## src/sfr_pkg.sv

```systemverilog
package sfr_pkg;

    localparam int unsigned CLK_MHZ          = 200;
    localparam int unsigned CLK_PERIOD_PS    = 5000;

    // power-up wait in microseconds (plain default)
    localparam int unsigned POWER_UP_WAIT_US = 300;
    localparam int unsigned POWER_UP_CYC     = POWER_UP_WAIT_US * CLK_MHZ;

    // restart completion, least time, microseconds
    localparam int unsigned RESTART_COMPLETION_TIME_US = 35;
    localparam int unsigned RESTART_COMPLETION_CYC     =
        RESTART_COMPLETION_TIME_US * CLK_MHZ;

    // restart pulse width, least time, ns
    localparam int unsigned RESTART_PULSE_WIDTH_NS = 200;
    localparam int unsigned RESTART_PULSE_CYC      =
        (RESTART_PULSE_WIDTH_NS * 1000 + CLK_PERIOD_PS - 1) / CLK_PERIOD_PS;

    localparam int unsigned CNT_W = 17;

    typedef enum logic [2:0] {
        SFR_POR,
        SFR_READY,
        SFR_PULSE,
        SFR_WARM,
        SFR_HELD
    } sfr_state_e;

endpackage

```

## src/sfr_sync_if.sv

```systemverilog
`timescale 1ns/1ps
interface sfr_sync_if;
    logic restart_n;
    logic select_n;
    logic sclk;
    modport src (output restart_n, output select_n, output sclk);
    modport dst (input restart_n, input select_n, input sclk);
endinterface
```

## src/sfr_seq.sv

```systemverilog
`timescale 1ns/1ps
//////////////////////////////////////////////////////////////////////////////
// What this block does
// - select low while ready means device selected and in active power
// - after deselect stay active until pending operations end, then standby
// - power-on initialisation lasts the power-up wait after supply good
// - restart input ignored during power-on initialisation
// - restart falling edge reinitialises state over completion time
// - failed power-on makes restart run full power-up instead
// - restart low 200 ns aborts work, floats outputs, ignores commands
// - restart low at power-up end keeps device in reset
module sfr_seq #(
    parameter int unsigned POWER_UP_CYC = sfr_pkg::POWER_UP_CYC,
    parameter int unsigned COMPLETE_CYC = sfr_pkg::RESTART_COMPLETION_CYC
) (
    input  wire logic clk,
    input  wire logic rst,
    input  wire logic supply_good,
    input  wire logic por_fault,
    input  wire logic restart_n,
    input  wire logic select_n,
    input  wire logic sclk,
    input  wire logic op_busy,
    output logic      ready,
    output logic      active_power,
    output logic      standby,
    output logic      outputs_float,
    output logic      abort_op,
    output logic      cmd_accept,
    output logic      regs_init
);
    //////////////////////////////////////////////////////////////////////////
    sfr_sync_if sy ();

    sfr_sync u_sync (
        .clk           (clk),
        .rst           (rst),
        .restart_n_pin (restart_n),
        .select_n_pin  (select_n),
        .sclk_pin      (sclk),
        .sy            (sy)
    );

    //////////////////////////////////////////////////////////////////////////
    typedef struct packed {
        sfr_pkg::sfr_state_e       st;
        logic [sfr_pkg::CNT_W-1:0] cnt;
        logic [7:0]                pw;
        logic                      rn_prev;
        logic                      por_ok;
        logic                      ready;
        logic                      active;
        logic                      standby;
        logic                      float_o;
        logic                      abort;
        logic                      accept;
        logic                      init;
    } sfr_seq_s;

    sfr_seq_s q;
    sfr_seq_s d;

    logic fall;
    assign fall = q.rn_prev & ~sy.restart_n;

    always_comb begin
        d         = q;
        d.rn_prev = sy.restart_n;
        d.abort   = 1'b0;
        d.init    = 1'b0;
        case (q.st)
            sfr_pkg::SFR_POR: begin
                // restart pin only looked at once the power-up wait ends
                if (!supply_good) begin
                    d.cnt = '0;
                end else if (q.cnt >= sfr_pkg::CNT_W'(POWER_UP_CYC - 1)) begin
                    d.por_ok = ~por_fault;
                    d.init   = 1'b1;
                    d.cnt    = '0;
                    // still low at the end: stay in reset until it rises
                    d.st     = sy.restart_n ? sfr_pkg::SFR_READY
                                            : sfr_pkg::SFR_HELD;
                end else begin
                    d.cnt = q.cnt + 1'b1;
                end
            end
            sfr_pkg::SFR_HELD: begin
                if (sy.restart_n) begin
                    d.st = sfr_pkg::SFR_READY;
                end
            end
            sfr_pkg::SFR_READY: begin
                if (fall) begin
                    d.pw  = '0;
                    d.cnt = '0;
                    d.st  = sfr_pkg::SFR_PULSE;
                end
            end
            sfr_pkg::SFR_PULSE: begin
                // glitches shorter than the least pulse do nothing
                if (sy.restart_n) begin
                    d.st = sfr_pkg::SFR_READY;
                end else if (q.pw >= 8'(sfr_pkg::RESTART_PULSE_CYC - 1)) begin
                    d.abort = 1'b1;
                    d.init  = 1'b1;
                    d.cnt   = sfr_pkg::CNT_W'(q.pw) + 1'b1;
                    d.st    = q.por_ok ? sfr_pkg::SFR_WARM
                                       : sfr_pkg::SFR_POR;
                    if (!q.por_ok) begin
                        d.cnt = '0;
                    end
                end else begin
                    d.pw = q.pw + 1'b1;
                end
            end
            sfr_pkg::SFR_WARM: begin
                // counted from the falling edge, on our own clock
                if (q.cnt >= sfr_pkg::CNT_W'(COMPLETE_CYC - 1)) begin
                    d.st = sy.restart_n ? sfr_pkg::SFR_READY
                                        : sfr_pkg::SFR_HELD;
                end else begin
                    d.cnt = q.cnt + 1'b1;
                end
            end
            default: d.st = sfr_pkg::SFR_POR;
        endcase
        d.ready   = (d.st == sfr_pkg::SFR_READY) ||
                    (d.st == sfr_pkg::SFR_PULSE);
        d.float_o = ~d.ready;
        d.accept  = d.ready & ~sy.select_n;
        // pending work keeps power up after deselect
        d.active  = d.ready & (~sy.select_n | op_busy);
        d.standby = d.ready & ~d.active;
    end

    always_ff @(posedge clk) begin
        if (rst) begin
            q <= '{st: sfr_pkg::SFR_POR, rn_prev: 1'b1, float_o: 1'b1,
                   default: '0};
        end else begin
            q <= d;
        end
    end

    assign ready         = q.ready;
    assign active_power  = q.active;
    assign standby       = q.standby;
    assign outputs_float = q.float_o;
    assign abort_op      = q.abort;
    assign cmd_accept    = q.accept;
    assign regs_init     = q.init;
endmodule

```

## src/sfr_sync.sv

```systemverilog
`timescale 1ns/1ps
module sfr_sync (
    input  wire logic clk,
    input  wire logic rst,
    input  wire logic restart_n_pin,
    input  wire logic select_n_pin,
    input  wire logic sclk_pin,
    sfr_sync_if.src   sy
);
    typedef struct packed {
        logic [2:0] s1;
        logic [2:0] s2;
    } sfr_sync_s;

    sfr_sync_s st_q;
    sfr_sync_s st_d;

    always_comb begin
        st_d    = st_q;
        st_d.s1 = {restart_n_pin, select_n_pin, sclk_pin};
        st_d.s2 = st_q.s1;
    end

    // restart and select pins idle high, sclk idles low; all three reset high
    always_ff @(posedge clk) begin
        if (rst) begin
            st_q <= '{s1: 3'h7, s2: 3'h7};
        end else begin
            st_q <= st_d;
        end
    end

    assign sy.restart_n = st_q.s2[2];
    assign sy.select_n  = st_q.s2[1];
    assign sy.sclk      = st_q.s2[0];
endmodule

```

## config.mk

```make
export PLATFORM = sky130hd
export DESIGN_NAME = sfr_seq
export DESIGN_NICKNAME = d
export VERILOG_FILES = /design/src/sfr_pkg.sv /design/src/sfr_sync_if.sv /design/src/sfr_seq.sv /design/src/sfr_sync.sv
export SDC_FILE = /design/constraint.sdc
export NUM_CORES = 1
export LEC_CHECK = 0
export BUFFER_PORTS_ARGS = -buffer_cell sky130_fd_sc_hd__buf_2
export CAP_MARGIN = 20
export CORE_MARGIN = 8
export CORE_UTILIZATION = 60
export CTS_CLUSTER_DIAMETER = 60
export DETAILED_ROUTE_END_ITERATION = 8
export PLACE_DENSITY = 0.8
export SETUP_SLACK_MARGIN = 0.02
export SLEW_MARGIN = 10
export SYNTH_ARGS = -nofsm -noshare
export SYNTH_HDL_FRONTEND = slang
export SYNTH_SLANG_ARGS = --single-unit
```

## constraint.sdc

```tcl
create_clock -name clk -period 3.3 [get_ports clk]
set_input_delay 0.66 -clock clk [delete_from_list [all_inputs] [get_ports clk]]
set_output_delay 0.66 -clock clk [all_outputs]
set_load 0.01 [all_outputs]
```

==> insert_results.sql <==
INSERT INTO impl_metrics (metric_group, metric, value, unit) VALUES
('logic_synthesis', 'synth-seq-cells', '41', ''),
('power', 'clkPwrFrac', '42.8', '%'),
('floorplanning', 'initial_utilization', '62.5', '%'),
('power', 'total_leakage_power', '0.901', 'nW'),
('worst_setup_path', 'cp_bufs_invs', '0', ''),
('worst_setup_path', 'critical_path.startpoint_type', 'register', ''),
('clock_tree', 'cts.reportedPaths.clkPinSlew', '0.08', 'ns'),
('logic_synthesis', 'synth.cell_area', '2290', 'sq um'),
('sta', 'postLayoutSetupSlackWorst', '0.433', 'ns'),
('route', 'drt_iter0_markers', '260', ''),
('sta', 'max_slew_margin', '56.1', '%'),
('logic_synthesis', 'synth_top_cell_by_area', 'sky130_fd_sc_hd__dfxtp_1', ''),
('logic_synthesis', 'netlist.area_leader.share', '35.8', '%'),
('logic_synthesis', 'async_reset_ff_share', '0', '%'),
('worst_setup_path', 'cpPeakStageDelay', '0.61', 'ns'),
('sta', 'timing.clock.skew', '0.00394', 'ns'),
('power', 'ratio_of_total_power_to_cell_area', '383', 'nW/um^2'),
('worst_setup_path', 'path_cells', 'ha_1 -> a211o_1 -> a21o_1 -> or4b_1 -> or2_1 -> or4_1 -> o311ai_1', ''),
('clock_tree', 'tritoncts', 'yes', ''),
('grt', 'grt_start_max_net_pins', '36', ''),
('grt', 'initial_antenna_violation_count', '0', ''),
('logic_synthesis', 'netlist-cell-type-count', '54', ''),
('floorplanning', 'die_w', '77.8', 'um'),
('worst_setup_path', 'worst_path_dominant_cell_family', 'simple AND/OR/NAND/NOR gates', ''),
('clock_tree', 'clock_path_buffers', '2', ''),
('power', 'p_sw_share', '21.7', '%'),
('clock_tree', 'cts.htree.levels', '2', ''),
('clock_tree', 'cts_root_buffer', 'sky130_fd_sc_hd__clkbuf_8', ''),
('floorplanning', 'io_pins', '15', ''),
('grt', 'met1_usage', '23.2', '%'),
('floorplanning', 'dieArea', '6050', 'sq um'),
('power', 'switching_power', '0.000205', 'W'),
('clock_tree', 'cts_num_sinks', '41', ''),
('placed_design', 'detailedPlace.worstSlack', '0.464', 'ns'),
('floorplanning', 'rows', '22', ''),
('layout', 'mostFrequentLayoutCells', '41 x sky130_fd_sc_hd__dfxtp_1, 26 x sky130_fd_sc_hd__nor2_1, 20 x sky130_fd_sc_hd__a21oi_1', ''),
('sta', 'setup_viol', '0', ''),
('sta', 'timing_max_transition_violations_final', '0', ''),
('layout', 'layout-drive-gt1-share', '11.9', '%'),
('route', 'vias_after_detailed_routing', '2121', ''),
('grt', 'grt_usage', '18.4', '%'),
('route', 'detail-route-antenna-nets', '0', ''),
('sta', 'rsz0062_at_grt', 'false', ''),
('worst_setup_path', 'cp.required', '3.51', 'ns'),
('logic_synthesis', 'synth_ff_type', 'sky130_fd_sc_hd__dfxtp_1', ''),
('sta', 'final.hold.worst_slack', '0.413', 'ns'),
('clock_tree', 'cts_hold_buffers', '0', ''),
('sta', 'max_clock_freq', '349', 'MHz'),
('flow_run', 'max_cap_viol_count', '0', ''),
('worst_setup_path', 'endpoint_kind', 'register', ''),
('layout', 'final.fill_count', '317', ''),
('layout', 'area_growth', '7.87', '%'),
('clock_tree', 'cts_buffers', '5', ''),
('run_status', 'outcome', 'finished, final reports clean', ''),
('layout', 'layout.core_utilization', '67.5', '%'),
('logic_synthesis', 'synth.yosys.seq_area_share', '35.8', '%'),
('sta', 'timing.final.crit_share', '86.9', '%'),
('power', 'p_int', '0.000740', 'W'),
('grt', 'gr-usage-met3', '4.15', '%'),
('sta', 'worstMarginPinSlew', '0.652', 'ns'),
('worst_setup_path', 'critical_path_arrival', '3.07', 'ns'),
('route', 'drt_pass1_iterations', '4', ''),
('floorplanning', 'design.core.area', '3660', 'sq um'),
('layout', 'antenna-diode-count', '0', ''),
('logic_synthesis', 'yosysWarningCount', '0', ''),
('power', 'pwr-share-seq', '53.2', '%'),
('grt', 'first_pass_grt_wire_length', '9320', 'um'),
('sta', 'finalHoldViolations', '0', ''),
('logic_synthesis', 'synth_cells', '279', ''),
('placed_design', 'port_buffers', '13', ''),
('layout', 'final_nets', '294', '');
[layer usage]
metal / vias up / share of wire, %
li1: 1056 / -
met1: 987 / 44
met2: 70 / 49
met3: 8 / 5.6
met4: 0 / 1.3
met5: - / 0
[cell families after synthesis]
family                     after synthesis  share of synthesized area [%]
xor gates and xnor gates                11                           4.21
adders and majority gates                2                           1.09
buffers and inverters                   31                           5.57
and+or+nand+nor                        122                           31.3
DFF                                     41                           35.8
AOI/OAI and AO/OA                       72                           22.0
[through the flow]
stage | cell area [sq um] | instances | power (W)
2_1_floorplan | 2290 | 279 | 0.000539
3_3_place_gp | 2350 | 325 | 0.000550
3_5_place_dp | 2350 | 325 | 0.000551
4_1_cts | 2470 | 333 | 0.000952
5_1_grt | 2470 | 333 | 0.000977
6_report | 2470 | 333 | 0.000945
[final cells by class]
type	count	area, sq um	share of cell area, %
multi-input cells	207	1340	54.3
clock inverters	3	46.3	1.87
inverters	14	52.6	2.13
flip-flops and latches	41	821	33.2
well taps	48	60.1	2.43
repair buffers	15	80.1	3.24
clock buffers	5	68.8	2.79
[state kept, by name (all words and copies together), names as in the netlist]
signal,cells
ready,1
cmd_accept,1
u_sync.sy.select_n,1
active_power,1
regs_init,1
u_sync.sy.restart_n,1
u_sync.st_d,2
outputs_float,1
standby,1
q,30
abort_op,1
[worst register-to-register path: stages, from the launching register on]
cell and delay [ns]:
sky130_fd_sc_hd__dfxtp_1 0.41, sky130_fd_sc_hd__ha_1 0.29, sky130_fd_sc_hd__a211o_1 0.17, sky130_fd_sc_hd__a21o_1 0.21, sky130_fd_sc_hd__or4b_1 0.61, sky130_fd_sc_hd__or2_1 0.43, sky130_fd_sc_hd__or4_1 0.57, sky130_fd_sc_hd__o311ai_1 0.08
[path summary, 6_finish.rpt]
| check | start | to | slack [ns] | depth (start not counted) |
|---|---|---|---|---|
| max | q[9] | q[25] | 0.43 | 7 |
| min | u_sync.st_d[1] | u_sync.sy.select_n | 0.41 | 1 |
| max reg2reg | q[9] | q[25] | 0.43 | 7 |
| min reg2reg | u_sync.st_d[1] | u_sync.sy.select_n | 0.41 | 1 |
[Yosys cell counts, types with 5 or more instances]
library cell,n
sky130_fd_sc_hd__a211o_1,6
sky130_fd_sc_hd__a21oi_1,20
sky130_fd_sc_hd__and3_1,5
sky130_fd_sc_hd__buf_2,9
sky130_fd_sc_hd__clkbuf_1,8
sky130_fd_sc_hd__dfxtp_1,41
sky130_fd_sc_hd__inv_1,14
sky130_fd_sc_hd__nand2_1,10
sky130_fd_sc_hd__nand3_1,13
sky130_fd_sc_hd__nand4_1,6
sky130_fd_sc_hd__nor2_1,26
sky130_fd_sc_hd__nor3_1,12
sky130_fd_sc_hd__nor4_1,9
sky130_fd_sc_hd__o21ai_0,9
sky130_fd_sc_hd__o32ai_1,5
sky130_fd_sc_hd__or2_2,5
sky130_fd_sc_hd__or3_1,5
sky130_fd_sc_hd__xnor2_1,7
[power groups by stage]
stage / clock, W / combinational [W] / sequential [W]
after floorplan: 0 / 0.0000259 / 0.000513
after global placement: 0 / 0.0000358 / 0.000515
after detailed placement: 0 / 0.0000362 / 0.000515
after CTS: 0.000413 / 0.0000364 / 0.000503
after global routing: 0.000432 / 0.0000408 / 0.000504
final: 0.000405 / 0.0000371 / 0.000503
No activity file was read; power rests on OpenSTA's default activity.
